## src/bcs_pkg.sv

```systemverilog
// Purpose: shared constants and types of the battery charge sequencer
// Assumes: 20 MHz system clock, classic wishbone register access
// Notes:   times are kept in their printed unit, counts derived from them
package bcs_pkg;
	// clock and time base
	localparam int unsigned CLK_HZ          = 20_000_000;    // system clock rate
	localparam int unsigned SEC_CYCLES      = CLK_HZ * 1;    // cycles in one second
	localparam int unsigned SEC_PER_MIN     = 60;            // seconds in a minute
	localparam int unsigned BLANK_TENTH_MIN = 43;            // slope blanking, 4.3 min
	localparam int unsigned COND_TMO_MIN    = 30;            // conditioning timeout, min
	localparam int unsigned BULK_UNIT_MIN   = 30;            // bulk span step, 30 min
	localparam int unsigned BULK_MAX_MIN    = 360;           // bulk span ceiling, 6 h
	localparam int unsigned FILTER_S        = 4;             // insertion noise filter, s
	localparam logic [15:0] BLANK_S    = 16'(BLANK_TENTH_MIN * SEC_PER_MIN / 10);
	localparam logic [15:0] COND_TMO_S = 16'(COND_TMO_MIN * SEC_PER_MIN);
	localparam logic [15:0] BULK_UNIT_S = 16'(BULK_UNIT_MIN * SEC_PER_MIN);
	localparam logic [3:0]  SPAN_CODE_MAX = 4'(BULK_MAX_MIN / BULK_UNIT_MIN - 1);
	localparam logic [15:0] FILTER_SEC = 16'(FILTER_S);
	// register byte offsets
	localparam logic [3:0] OFS_CTRL   = 4'h0;  // control
	localparam logic [3:0] OFS_STATUS = 4'h4;  // live state
	localparam logic [3:0] OFS_IRQ_ST = 4'h8;  // sticky events, write one to clear
	localparam logic [3:0] OFS_IRQ_MK = 4'hC;  // event mask
	localparam logic [31:0] CTRL_RST  = 32'h0000_0001;  // charging enabled
	localparam logic [3:0]  MASK_RST  = 4'h0;            // all events masked
	// event bit positions
	localparam int unsigned EV_PHASE = 0;  // phase changed
	localparam int unsigned EV_FAULT = 1;  // fault entered
	localparam int unsigned EV_DONE  = 2;  // done entered
	localparam int unsigned EV_DRAIN = 3;  // discharge entered
	localparam int unsigned EV_W     = 4;
	// synchronised flag positions
	localparam int unsigned F_CELL_IN   = 0;   // cell voltage below detect level
	localparam int unsigned F_OPEN      = 1;   // cell voltage above open level
	localparam int unsigned F_ABOVE_LOW = 2;   // cell voltage above low_cell_level
	localparam int unsigned F_TEMP_OK   = 3;   // temperature inside 0..45 C
	localparam int unsigned F_TEMP_HOT  = 4;   // temperature above 50 C
	localparam int unsigned F_SLOPE     = 5;   // temperature slope above 0.5 C/min
	localparam int unsigned F_DRAIN_SET = 6;   // reverse drop at drain_detect_level
	localparam int unsigned F_DRAIN_REL = 7;   // charge drop at drain_release_level
	localparam int unsigned F_CUR_LOW   = 8;   // sense drop below active setpoint
	localparam int unsigned F_W         = 9;
	// charge sequence states
	typedef enum logic [2:0] {
		ST_AWAIT,
		ST_COND,
		ST_BULK,
		ST_FINISH,
		ST_DONE,
		ST_FAULT,
		ST_DRAIN
	} bcs_state_t;
endpackage

```

## src/bcs_sequencer.sv

```systemverilog
// Purpose: charge cycle state machine with timers, drain latch and registers
// Assumes: analog comparators deliver levels; straps are static
// Notes:   indicator blink patterns and analog loop live outside this block
`timescale 1ns/100ps
// How it works
// - mode strap picks amplifier or switched comparator
// - pack present or inserted starts a cycle
// - conditioning at low rate until 1V
// - bulk ends on overheat or pack removal
// - slope over 0.5C/min moves to finishing
// - backup timer 30min..6h ends bulk
// - finishing lasts half or quarter span
// - done holds until removal, discharge or suspend
// - discharge disables charging, transistor fully on
// - drain latch sets at detect level
// - drain latch clears at release level
// - low setpoint in conditioning and finishing
// - open-drain indicator shows charge status
// - slope ignored first 4.3 minutes
// - conditioning over 30 minutes faults
// - leaving await needs 0..45C window
// - drain release returns to await
module bcs_sequencer
	import bcs_pkg::*;
#(
	parameter int unsigned TICK_CYCLES = SEC_CYCLES   // shorten in simulation
) (
	input  wire logic        clock_i,
	input  wire logic        sys_rst_i,
	// comparator flags from the analog front end
	input  wire logic        cell_in_i,           // below detect level
	input  wire logic        cell_open_i,         // above open level
	input  wire logic        cell_above_low_i,    // above low_cell_level
	input  wire logic        temp_ok_i,           // thermistor_sense in window
	input  wire logic        temp_hot_i,          // thermistor_sense over 50 C
	input  wire logic        slope_high_i,        // slope over limit
	input  wire logic        drain_set_i,         // drain_detect_level reached
	input  wire logic        drain_release_i,     // drain_release_level reached
	input  wire logic        current_low_i,       // sense below setpoint
	input  wire logic        linear_mode_i,       // strap: 1 amplifier, 0 comparator
	input  wire logic        quarter_variant_i,   // strap: finishing is a quarter
	input  wire logic [3:0]  timeout_select_i,    // span code from resistor
	// charge control
	output logic             charge_drive_out_o,  // pin level when enabled, always 0
	output logic             charge_drive_oe_o,   // pulls regulating transistor on
	output logic             amp_enable_o,        // linear error amplifier active
	output logic             hysteresis_en_o,     // low_rate_hysteresis applied
	output logic             low_rate_o,          // low_rate_setpoint chosen
	output logic             charge_indicator_out_o,
	output logic             charge_indicator_oe_o,
	output logic             irq_o,
	// wishbone slave
	input  wire logic        wb_cyc_i,
	input  wire logic        wb_stb_i,
	input  wire logic        wb_we_i,
	input  wire logic [3:0]  wb_adr_i,
	input  wire logic [3:0]  wb_sel_i,
	input  wire logic [31:0] wb_dat_i,
	output logic [31:0]      wb_dat_o,
	output logic             wb_ack_o
);
	// two-stage synchronisers, first stage read only by the second
	logic [F_W-1:0] flag_raw;                  // pin levels gathered
	logic [F_W-1:0] sync1_r;                   // first stage
	logic [F_W-1:0] flag_r;                    // second stage, used by logic
	logic [5:0]     strap1_r;                  // straps first stage
	logic [5:0]     strap_r;                   // straps second stage
	assign flag_raw = {current_low_i, drain_release_i, drain_set_i, slope_high_i,
		temp_hot_i, temp_ok_i, cell_above_low_i, cell_open_i, cell_in_i};

	// one synchroniser per comparator flag
	genvar gi;
	generate
		for (gi = 0; gi < F_W; gi++) begin : g_sync
			always_ff @(posedge clock_i) begin
				if (sys_rst_i) begin
					sync1_r[gi] <= 1'b0;
					flag_r[gi]  <= 1'b0;
				end else begin
					sync1_r[gi] <= flag_raw[gi];
					flag_r[gi]  <= sync1_r[gi];
				end
			end
		end
	endgenerate

	// strap sampling, straps are static so two stages suffice
	always_ff @(posedge clock_i) begin
		if (sys_rst_i) begin
			strap1_r <= 6'h00;
			strap_r  <= 6'h00;
		end else begin
			strap1_r <= {linear_mode_i, quarter_variant_i, timeout_select_i};
			strap_r  <= strap1_r;
		end
	end

	logic       lin_mode;                      // amplifier style chosen
	logic       quarter;                       // alternate finishing ratio
	logic [3:0] span_code;                     // clamped timeout code
	assign lin_mode  = strap_r[5];
	assign quarter   = strap_r[4];
	assign span_code = (strap_r[3:0] > SPAN_CODE_MAX) ? SPAN_CODE_MAX : strap_r[3:0];

	// timeout spans in seconds
	logic [15:0] bulk_span_s;                  // selected bulk span
	logic [15:0] finish_span_s;                // finishing span
	assign bulk_span_s   = 16'(({12'h000, span_code} + 16'h0001) * BULK_UNIT_S);
	assign finish_span_s = quarter ? (bulk_span_s >> 2) : (bulk_span_s >> 1);

	// registers and state
	bcs_state_t      state_r, state_nxt;       // sequence state
	logic [31:0]     tick_cnt_r, tick_cnt_nxt; // prescaler to seconds
	logic [15:0]     sec_r, sec_nxt;           // seconds spent in state
	logic            drain_r, drain_nxt;       // discharge latch
	logic [31:0]     ctrl_r, ctrl_nxt;         // control register
	logic [EV_W-1:0] ist_r, ist_nxt;           // sticky events
	logic [EV_W-1:0] imk_r, imk_nxt;           // event mask
	logic            ack_r, ack_nxt;           // bus answer
	logic [31:0]     rdat_r, rdat_nxt;         // read data
	logic            sec_tick;                 // one-second strobe
	logic            wr_acc;                   // write at the acking edge
	logic [EV_W-1:0] ev;                       // events this cycle
	logic            enable;                   // software charge enable

	assign sec_tick = (tick_cnt_r == 32'(TICK_CYCLES - 1));
	assign enable   = ctrl_r[0];
	assign wr_acc   = wb_cyc_i && wb_stb_i && wb_we_i && ack_r;

	// drain latch next value, set wins over release
	always_comb begin
		drain_nxt = drain_r;
		if (flag_r[F_DRAIN_SET]) begin
			drain_nxt = 1'b1;
		end else if (flag_r[F_DRAIN_REL]) begin
			drain_nxt = 1'b0;
		end
	end

	// sequence next state
	always_comb begin
		state_nxt = state_r;
		case (state_r)
			ST_AWAIT: begin
				// power-up with pack fitted looks the same as an insertion
				if (flag_r[F_CELL_IN] && flag_r[F_TEMP_OK]) begin
					state_nxt = ST_COND;
				end
			end
			ST_COND: begin
				// open ignored briefly: insertion bounce looks like removal
				if (flag_r[F_OPEN] && sec_r >= FILTER_SEC) begin
					state_nxt = ST_AWAIT;
				end else if (flag_r[F_TEMP_HOT] || sec_r >= COND_TMO_S) begin
					state_nxt = ST_FAULT;
				end else if (flag_r[F_ABOVE_LOW]) begin
					state_nxt = ST_BULK;
				end
			end
			ST_BULK: begin
				if (flag_r[F_OPEN]) begin
					state_nxt = ST_AWAIT;
				end else if (flag_r[F_TEMP_HOT]) begin
					state_nxt = ST_DONE;
				end else if (flag_r[F_SLOPE] && sec_r >= BLANK_S) begin
					state_nxt = ST_FINISH;
				end else if (sec_r >= bulk_span_s) begin
					state_nxt = ST_FINISH;
				end
			end
			ST_FINISH: begin
				if (flag_r[F_OPEN]) begin
					state_nxt = ST_AWAIT;
				end else if (flag_r[F_TEMP_HOT] || sec_r >= finish_span_s) begin
					state_nxt = ST_DONE;
				end
			end
			ST_DONE, ST_FAULT: begin
				if (flag_r[F_OPEN]) begin
					state_nxt = ST_AWAIT;
				end
			end
			ST_DRAIN: begin
				if (!drain_r) begin
					state_nxt = ST_AWAIT;
				end
			end
			default: state_nxt = ST_AWAIT;
		endcase
		// discharge overrides everything, suspend sends every state except drain to await
		if (drain_r) begin
			state_nxt = ST_DRAIN;
		end else if (!enable && state_r != ST_DRAIN) begin
			state_nxt = ST_AWAIT;
		end
	end

	// timers: seconds restart on every state change
	always_comb begin
		tick_cnt_nxt = sec_tick ? 32'h0000_0000 : tick_cnt_r + 32'h0000_0001;
		sec_nxt      = sec_r;
		if (state_nxt != state_r) begin
			sec_nxt      = 16'h0000;
			tick_cnt_nxt = 32'h0000_0000;
		end else if (sec_tick && sec_r != 16'hFFFF) begin
			sec_nxt = sec_r + 16'h0001;
		end
	end

	// events on entry into states
	always_comb begin
		ev           = '0;
		ev[EV_PHASE] = (state_nxt != state_r);
		ev[EV_FAULT] = (state_nxt == ST_FAULT) && (state_r != ST_FAULT);
		ev[EV_DONE]  = (state_nxt == ST_DONE) && (state_r != ST_DONE);
		ev[EV_DRAIN] = (state_nxt == ST_DRAIN) && (state_r != ST_DRAIN);
	end

	// register file next values, hardware set beats write-one clear
	always_comb begin
		ctrl_nxt = ctrl_r;
		imk_nxt  = imk_r;
		ist_nxt  = ist_r;
		if (wr_acc && wb_sel_i[0]) begin
			if (wb_adr_i == OFS_CTRL) begin
				ctrl_nxt = {31'h0000_0000, wb_dat_i[0]};
			end
			if (wb_adr_i == OFS_IRQ_MK) begin
				imk_nxt = wb_dat_i[EV_W-1:0];
			end
			if (wb_adr_i == OFS_IRQ_ST) begin
				ist_nxt = ist_r & ~wb_dat_i[EV_W-1:0];
			end
		end
		ist_nxt = ist_nxt | ev;
	end

	// bus answer one cycle after the request, dropped the cycle after
	always_comb begin
		ack_nxt  = wb_cyc_i && wb_stb_i && !ack_r;
		rdat_nxt = 32'h0000_0000;
		case (wb_adr_i)
			OFS_CTRL:   rdat_nxt = ctrl_r;
			OFS_STATUS: rdat_nxt = {27'h000_0000, drain_r, 1'b0, state_r};
			OFS_IRQ_ST: rdat_nxt = {28'h000_0000, ist_r};
			OFS_IRQ_MK: rdat_nxt = {28'h000_0000, imk_r};
			default:    rdat_nxt = 32'h0000_0000;  // unmapped reads zero
		endcase
	end

	// registering of all state
	always_ff @(posedge clock_i) begin
		if (sys_rst_i) begin
			state_r    <= ST_AWAIT;
			tick_cnt_r <= 32'h0000_0000;
			sec_r      <= 16'h0000;
			drain_r    <= 1'b0;
			ctrl_r     <= CTRL_RST;
			ist_r      <= '0;
			imk_r      <= MASK_RST;
			ack_r      <= 1'b0;
			rdat_r     <= 32'h0000_0000;
		end else begin
			state_r    <= state_nxt;
			tick_cnt_r <= tick_cnt_nxt;
			sec_r      <= sec_nxt;
			drain_r    <= drain_nxt;
			ctrl_r     <= ctrl_nxt;
			ist_r      <= ist_nxt;
			imk_r      <= imk_nxt;
			ack_r      <= ack_nxt;
			rdat_r     <= rdat_nxt;
		end
	end

	// outputs
	logic charging;                            // a charge phase is active
	assign charging = (state_r == ST_COND) || (state_r == ST_BULK) ||
		(state_r == ST_FINISH);
	assign charge_drive_out_o     = 1'b0;
	// comparator style switches on the sense flag, linear keeps it enabled
	assign charge_drive_oe_o      = (state_r == ST_DRAIN) ||
		(charging && (lin_mode || flag_r[F_CUR_LOW]));
	assign amp_enable_o           = charging && lin_mode;
	assign hysteresis_en_o        = charging && !lin_mode;
	assign low_rate_o             = (state_r == ST_COND) || (state_r == ST_FINISH);
	assign charge_indicator_out_o = 1'b0;
	// fault also pulls low; blink shaping is outside
	assign charge_indicator_oe_o  = charging || (state_r == ST_FAULT);
	assign irq_o                  = |(ist_r & imk_r);
	assign wb_ack_o               = ack_r;
	assign wb_dat_o               = rdat_r;

	// checks: discharge has priority over every charge phase
	a_drain_entry: assert property (@(posedge clock_i) disable iff (sys_rst_i)
		drain_r |=> state_r == ST_DRAIN) else $error("drain not entered");
	a_drain_drive: assert property (@(posedge clock_i) disable iff (sys_rst_i)
		state_r == ST_DRAIN |-> charge_drive_oe_o && !charge_indicator_oe_o)
		else $error("drain drive wrong");
	// no charge function may stay active while the pack is drained
	a_drain_quiet: assert property (@(posedge clock_i) disable iff (sys_rst_i)
		state_r == ST_DRAIN |-> !amp_enable_o && !hysteresis_en_o && !low_rate_o)
		else $error("charge function active in drain");
	a_latch_set: assert property (@(posedge clock_i) disable iff (sys_rst_i)
		flag_r[F_DRAIN_SET] |=> drain_r) else $error("latch not set");
	a_latch_clear: assert property (@(posedge clock_i) disable iff (sys_rst_i)
		!flag_r[F_DRAIN_SET] && flag_r[F_DRAIN_REL] |=> !drain_r)
		else $error("latch not cleared");
	// sticky event must survive a clear written in the same cycle
	a_event_kept: assert property (@(posedge clock_i) disable iff (sys_rst_i)
		ev[EV_DRAIN] |=> ist_r[EV_DRAIN]) else $error("drain event lost");
	// sequence steps
	a_await_exit: assert property (@(posedge clock_i) disable iff (sys_rst_i)
		state_r == ST_AWAIT && state_nxt == ST_COND |-> flag_r[F_TEMP_OK])
		else $error("left await out of window");
	a_blank_hold: assert property (@(posedge clock_i) disable iff (sys_rst_i)
		state_r == ST_BULK && sec_r < BLANK_S && sec_r < bulk_span_s
		|=> state_r != ST_FINISH) else $error("slope not blanked");
	a_slope_end: assert property (@(posedge clock_i) disable iff (sys_rst_i)
		state_r == ST_BULK && flag_r[F_SLOPE] && sec_r >= BLANK_S && !flag_r[F_OPEN]
		&& !flag_r[F_TEMP_HOT] && !drain_r && enable
		|=> state_r == ST_FINISH) else $error("slope end missed");
	a_cond_tmo: assert property (@(posedge clock_i) disable iff (sys_rst_i)
		state_r == ST_COND && sec_r >= COND_TMO_S && !flag_r[F_OPEN] && !drain_r && enable
		|=> state_r == ST_FAULT) else $error("conditioning timeout missed");
	a_low_rate: assert property (@(posedge clock_i) disable iff (sys_rst_i)
		low_rate_o == (state_r inside {ST_COND, ST_FINISH}))
		else $error("setpoint select wrong");
	a_done_hold: assert property (@(posedge clock_i) disable iff (sys_rst_i)
		state_r == ST_DONE && !flag_r[F_OPEN] && !drain_r && enable
		|=> state_r == ST_DONE) else $error("done left early");
	// done and fault leave the regulating transistor off
	a_done_idle: assert property (@(posedge clock_i) disable iff (sys_rst_i)
		state_r inside {ST_DONE, ST_FAULT} |-> !charge_drive_oe_o)
		else $error("drive active after charge end");
	// bus answer
	a_ack_pulse: assert property (@(posedge clock_i) disable iff (sys_rst_i)
		wb_ack_o |=> !wb_ack_o) else $error("ack longer than one cycle");
	// main scenarios
	c_full_cycle: cover property (@(posedge clock_i) disable iff (sys_rst_i)
		state_r == ST_FINISH ##1 state_r == ST_DONE);
	c_slope_end: cover property (@(posedge clock_i) disable iff (sys_rst_i)
		state_r == ST_BULK ##1 state_r == ST_FINISH);
	c_fault: cover property (@(posedge clock_i) disable iff (sys_rst_i)
		state_r == ST_COND ##1 state_r == ST_FAULT);
	c_drain: cover property (@(posedge clock_i) disable iff (sys_rst_i)
		state_r == ST_DRAIN ##1 state_r == ST_AWAIT);
endmodule // bcs_sequencer

```

## config.mk

```make
export PLATFORM = sky130hd
export DESIGN_NAME = bcs_sequencer
export DESIGN_NICKNAME = d
export VERILOG_FILES = /design/src/bcs_pkg.sv /design/src/bcs_sequencer.sv
export SDC_FILE = /design/constraint.sdc
export NUM_CORES = 1
export LEC_CHECK = 0
export BUFFER_PORTS_ARGS = -buffer_cell sky130_fd_sc_hd__buf_2
export CORE_MARGIN = 5
export CORE_UTILIZATION = 50
export DETAILED_ROUTE_END_ITERATION = 6
export HOLD_SLACK_MARGIN = 0.05
export PLACE_DENSITY = 0.85
export SYNTH_ARGS = -nofsm -noshare
export SYNTH_HDL_FRONTEND = slang
export SYNTH_SLANG_ARGS = --single-unit
export TNS_END_PERCENT = 10
```

## constraint.sdc

```tcl
create_clock -name clock_i -period 16.84 [get_ports clock_i]
set_input_delay 1.684 -clock clock_i [delete_from_list [all_inputs] [get_ports clock_i]]
set_output_delay 1.684 -clock clock_i [all_outputs]
set_load 0.1 [all_outputs]
```

==> results of run 1 <==
## power groups by stage
stage / registers, mW / logic, mW / clock network, mW
2_1_floorplan: 0.243 / 0.0820 / 0
3_3_place_gp: 0.244 / 0.0863 / 0
3_5_place_dp: 0.244 / 0.0879 / 0
4_1_cts: 0.239 / 0.0884 / 0.152
5_1_grt: 0.240 / 0.0975 / 0.162
6_report: 0.239 / 0.0887 / 0.150
## worst max-delay path by stage
stage	startpoint	end	slack, ns	cells past startpoint
finish	strap_r[2]$_SDFF_PP0_	tick_cnt_r[5]$_SDFF_PP0_	10.18	23
global route	strap_r[2]$_SDFF_PP0_	tick_cnt_r[10]$_SDFF_PP0_	9.72	23
CTS	strap_r[2]$_SDFF_PP0_	tick_cnt_r[5]$_SDFF_PP0_	10.20	23
detailed placement	strap_r[2]$_SDFF_PP0_	tick_cnt_r[16]$_SDFF_PP0_	10.25	23
global placement	strap_r[2]$_SDFF_PP0_	tick_cnt_r[24]$_SDFF_PP0_	10.33	23
floorplan	strap_r[2]$_SDFF_PP0_	sec_r[0]$_SDFFE_PP0P_	11.32	25
## cell families (layout without fill, tap and decap cells)
| kind of cell | Yosys count | count (layout) |
|---|---|---|
| AOI/OAI and AO/OA | 71 | 71 |
| xor gates and xnor gates | 54 | 54 |
| adders and majority gates | 51 | 51 |
| muxes | 14 | 14 |
| DFF | 97 | 97 |
| buffers and inverters | 74 | 83 |
| and+or+nand+nor | 275 | 275 |
| other | 2 | 35 |
## critical path: cells and delay by family (launching register included)
| family | cells | cell delay (ns) |
|---|---|---|
| fa+ha+maj | 6 | 2.00 |
| simple gates | 4 | 0.83 |
| mux | 1 | 0.14 |
| xor+xnor | 3 | 1.70 |
| buf+inv | 3 | 0.35 |
| compound gates | 6 | 1.12 |
| flops | 1 | 0.35 |
## layout make-up
cell class	instances	area, sq um
Clock buffer	9	124
Clock inverter	7	70.1
Fill cell	963	4910
Inverter	26	97.6
Multi-Input combinational cell	500	3310
Sequential cell	97	1940
Tap cell	140	175
Timing Repair Buffer	41	208
## layer usage
| layer | wire length [um] | share of wire | up-vias | global-route usage |
|---|---|---|---|---|
| met5 | 0 | 0 | - | 0 |
| met4 | 150 | 0.014 | 0 | 0.0548 |
| met3 | 507 | 0.047 | 12 | 0.0295 |
| met2 | 5080 | 0.47 | 91 | 0.278 |
| met1 | 5140 | 0.47 | 2032 | 0.226 |
| li1 | - | - | 2216 | - |
## state kept, by name, summed over array words and instances, names as in the netlist
| signal | flops |
|---|---|
| flag_r | 9 |
| strap_r | 6 |
| sec_r | 16 |
| imk_r | 4 |
| wb_ack_o | 1 |
| sync1_r | 9 |
| drain_r | 1 |
| state_r | 3 |
| ctrl_r | 1 |
| wb_dat_o | 5 |
| strap1_r | 6 |
| tick_cnt_r | 32 |
| ist_r | 4 |
## cells in the final DEF (no fill, tap or decap), types with 18 or more instances in the layout
cell | synthesis | final
dfxtp_1 | 97 | 97
nor2_1 | 75 | 75
ha_1 | 48 | 48
nand2_1 | 47 | 47
buf_2 | 0 | 40
nor2b_1 | 35 | 35
conb_1 | 2 | 35
xor2_1 | 28 | 28
inv_1 | 26 | 26
xnor2_1 | 26 | 26
a21oi_1 | 24 | 24
nand3_1 | 23 | 23
nor4_1 | 19 | 19
nor3_1 | 18 | 18
## through the flow
stage               power [mW]  worst slack, ns  std cells
floorplan                0.325            11.32        671
global placement         0.330            10.33        804
detailed placement       0.332            10.25        804
CTS                      0.480            10.20        820
global route             0.499             9.72        820
finish                   0.478            10.18        820
==> metrics.txt, run 1 <==
status finished, final reports clean; crit path max fanout 14; Area Overhead vs Synth 6.88%; post-synthesis xor/xnor area fraction 0.0853; R2R Path Start strap_r[2]$_SDFF_PP0_; placed instance area 5730 sq um; CTS Root Cell clkbuf_8; # rows 38; Max Clock Skew 0.0112 ns; highest-delay cell along the critical path xnor2_1; total I/O pin count 101; hold depth 1; post-synthesis instance total 638; Power Density 80.7 nW/um^2; Clock Power Share 0.314; GPL Wtd Cong 0.887; number of synthesized flops with an enable pin 0; input/output buffers 40; RSZ-0062 raised after global routing false; Logic pwr share 0.185; ANT nets after route 0; multiplexer share of the synthesized area 0.0257; switching power total 162 uW; 1st-iter DRT viols 298; ys async rst share 0; commonest cells in the netlist 97 x dfxtp_1, 75 x nor2_1, 48 x ha_1, 47 x nand2_1, 35 x nor2b_1; GR Overflow Total 0; Clock transition at path regs 0.10 ns; Ys Warns 0; Worst path most repeated cell ha_1; TritonCTS buffer count 9; CP startpoint kind flip-flop; Sw Share 0.339; largest net degree at the start of global routing 45; Synth Area in Simple Gates 0.254; Post-CTS Resized 0; Tmin final 6.66 ns; Initial Util 0.512; vias in the first global route 4049; Tightest Pin Transition 1.17 ns; share of cells above drive strength 1 0.100; cell-internal power 316 uW; count of final hold-check violations 0; largest family of logic cells by synthesized area simple AND/OR/NAND/NOR gates; Routed Wire Length 10900 um; Reg-to-Reg End tick_cnt_r[5]$_SDFF_PP0_; Hold Crit Endpoint strap_r[0]$_SDFF_PP0_; detailed placement HPWL 7890 um; critical-path cell list a21oi_1, inv_1, ha_1, xnor2_1, inv_1, fa_1, inv_1, ha_1, ha_1, ha_1, a21oi_1, o21bai_1, a21oi_1, xnor2_1, mux2i_1, ha_1, nand3_1, nor3_1, o31ai_1, a211o_1, and4b_1, xnor2_1, nor4_1; DRC violations left 0; CTS Hold Bufs 0; htree depth 3; Largest stage delay, worst path 0.92 ns; Reg2Reg Depth 23; sequential cell area fraction in the yosys report 0.350; Util after Layout 0.547; postcts setup bufs 0; ant diodes 0; WP data arrival 6.87 ns; crit end category flip-flop; vias per cell 5.31; Max Cap Viol 0; Core Box Area 10800 sq um; R2R setup slack 10.18 ns; area leader, netlist dfxtp_1; synthesized flop and latch total 97; dominant synthesized flop cell dfxtp_1; final worst-path cycle share 0.396; Leakage 2.44 nW; synth top area cells dfxtp_1 35%, ha_1 11%, nor2_1 5.1%; nets 786; wire length per cell 13.3 um; CP required 17.05 ns; CTS tree built; Worst Hold Class flip-flop to flip-flop; Die X 115 um; count leader, synth dfxtp_1; hold_ws 0.444 ns; first-pass GRT wire length 18500 um; Clock Tree Buf Depth 2; critical path type flip-flop to flip-flop; synthesized area 5550 sq um; via total after detailed routing 4351; Hold Path Origin strap1_r[0]$_SDFF_PP0_; max_slew headroom 0.214; chip height 115 um; fmax 150 MHz; Post-Syn Area per Cell 8.69 sq um; Peak supply drop 0.0000425 V; Worst-Skew Late Latency 0.38 ns; GRT Util Overall 0.169; Adder-Cell Fraction of Synth Area 0.119; share of the synthesized area in the top cell type 0.350; initial antenna violation count 0; Pins Over Slew Limit 0; post-synthesis compound-gate area fraction 0.0896; Yosys cell types 60; sequential share of power 0.500; Fin Setup TNS 0 ns; Num Clock Sinks 97; Final Cell Area 5930 sq um; endpoints failing setup 0; Die Area 13300 sq um; drt first pass iters 5
Note: power is estimated with default switching activity, not from simulation.
==> run 2, diff against run 1 <==
Clock period 16.84 ns to 6.5 ns, I/O delays scaled along.
==> metrics.txt, run 2 (synthesis results as in run 1) <==
top layer in use met4; DP Worst Slack 0.355 ns (-9.90 ns); crit path max fanout 35 (+21); first-pass GRT wire length 18900 um (+2.2%); Core Box Area 10800 sq um (unchanged); CP startpoint kind flip-flop; max_slew headroom 0.511 (+0.297); vias in the first global route 4293 (+6.0%); Max Clock Skew 0.0102 ns (-0.00107 ns); via total after detailed routing 4379 (+0.64%); total power 1.26 mW (+160%); WP data arrival 6.16 ns (-0.71 ns); placed instance area 5780 sq um (+0.74%); initial antenna violation count 0 (unchanged); most frequent cells in the layout 97 x dfxtp_1, 75 x nor2_1, 48 x ha_1; detailed placement HPWL 8070 um (+2.2%); htree depth 3 (unchanged); wire length per cell 13.2 um (-0.54%); Power Density 210 nW/um^2 (+160%); RSZ-0062 raised after global routing false; Worst Hold Class flip-flop to flip-flop; Pins Over Slew Limit 0 (unchanged); Fin Setup TNS 0 ns (unchanged); GRT Util Overall 0.171 (+0.00251); Largest regs tick_cnt_r x32, sec_r x16; critical path type flip-flop to flip-flop; Largest register FFs 32 (unchanged); Util after Layout 0.553 (+0.00646); ant diodes 0 (unchanged); Routed Wire Length 10900 um (about the same); endpoints failing setup 0 (unchanged); status finished, final reports clean; Peak supply drop 0.000125 V (+190%); GPL Wtd Cong 0.887 (about the same); Met3 Routed Length 582 um (+15%); input/output buffers 40 (unchanged); CP required 6.80 ns (-10.25 ns); hold_ws 0.446 ns (+0.00212 ns); Max Cap Viol 0 (unchanged); Setup WS post-layout 0.637 ns (-9.54 ns); Die X 115 um (unchanged); Biggest register tick_cnt_r; share of cells above drive strength 1 0.107 (+0.00673); Die Area 13300 sq um (unchanged); DRC violations left 0 (unchanged); # rows 38 (unchanged); postcts setup bufs 0 (unchanged); Cell Count, Final, Fillers Out 824 (+0.49%); Initial Util 0.512 (unchanged); Clock Tree Buf Depth 2 (unchanged); fmax 171 MHz (+14%); Worst-Skew Late Latency 0.37 ns (about the same); Tmin final 5.86 ns (-0.801 ns); Leakage 2.49 nW (+1.8%); crit end category flip-flop; placed insts 808 (+0.50%); count of final hold-check violations 0 (unchanged); chip height 115 um (unchanged); Clock transition at path regs 0.10 ns (about the same); metal2 WL 5220 um (+2.8%); vias per cell 5.31 (+0.15%); CTS tree built; Num Clock Sinks 97 (unchanged); largest net degree at the start of global routing 45 (unchanged); Final Cell Area 6000 sq um (+1.2%); ANT nets after route 0 (unchanged); Tightest Pin Transition 0.733 ns (-0.437 ns); drt first pass iters 5 (unchanged); GR Overflow Total 0 (unchanged); nets 790 (+0.51%); total I/O pin count 101 (unchanged); CTS Root Cell clkbuf_8; final worst-path cycle share 0.902 (+0.506); Area Overhead vs Synth 8.14%; metal1 wirelength 4950 um (-3.8%); most common cell after layout, fill and taps aside dfxtp_1; TritonCTS buffer count 9 (unchanged); 1st-iter DRT viols 285 (-4.4%)
## run 2: changes by cell type in the layout (fill, tap and decap cells not counted)
cell,previous run,this run
inv_8,1,0
clkinvlp_4,1,0
clkinv_4,0,4
xnor2_1,26,25
buf_4,1,4
inv_6,4,1
buf_12,0,1
xnor2_2,0,1
bufinv_16,0,1
## run 2: area by class of cell
cell class	count	area, sq um
flip-flops and latches	97	1940
repair buffers	45	250
well taps	140	175
fillers	995	4840
clock inverters	7	90.1
inverters	26	97.6
clock buffers	9	124
multi-input cells	500	3320
## run 2: report_power, final
part           leakage [nW]  total, mW  switching, mW  internal [mW]
registers             0.789      0.620         0.0117          0.608
clock network         0.107      0.405          0.221          0.185
logic                  1.59      0.236          0.170         0.0661
## run 2: path summary, 6_finish.rpt
check	from	to	slack (ns)	depth (start not counted)
worst max-delay path	strap_r[2]$_SDFF_PP0_	sec_r[7]$_SDFFE_PP0P_	0.64	25
worst min-delay path	sync1_r[8]$_SDFF_PP0_	flag_r[8]$_SDFF_PP0_	0.45	1
worst max register to register	strap_r[2]$_SDFF_PP0_	sec_r[7]$_SDFFE_PP0P_	0.64	25
worst min register to register	sync1_r[8]$_SDFF_PP0_	flag_r[8]$_SDFF_PP0_	0.45	1
## run 2: timing repair
item,4_1_cts,5_1_grt
hold endpoints to repair,0,0
hold buffers,0,0
resized for setup,0,1
setup endpoints to repair,0,14
## run 2: worst max-delay path, cell delays in order (launching register included)
cell,delay [ns]
dfxtp_1,0.35
a21oi_1,0.23
inv_1,0.10
ha_1,0.20
xnor2_1,0.20
inv_1,0.13
fa_1,0.55
inv_1,0.04
ha_1,0.28
ha_1,0.29
ha_1,0.33
a21oi_1,0.11
o21bai_1,0.15
a21oi_1,0.09
xnor2_1,0.33
mux2i_1,0.14
ha_1,0.31
a21o_1,0.18
a2111oi_0,0.40
o21a_1,0.20
a211o_1,0.15
and4b_1,0.31
xor2_1,0.25
o311ai_4,0.15
buf_12,0.20
nor2_1,0.12
## run 2: per-layer routing
metal,global-route usage,vias to the layer above
met1,0.222,2037
met2,0.289,101
met5,0,-
met4,0.0556,0
met3,0.0321,12
li1,-,2229
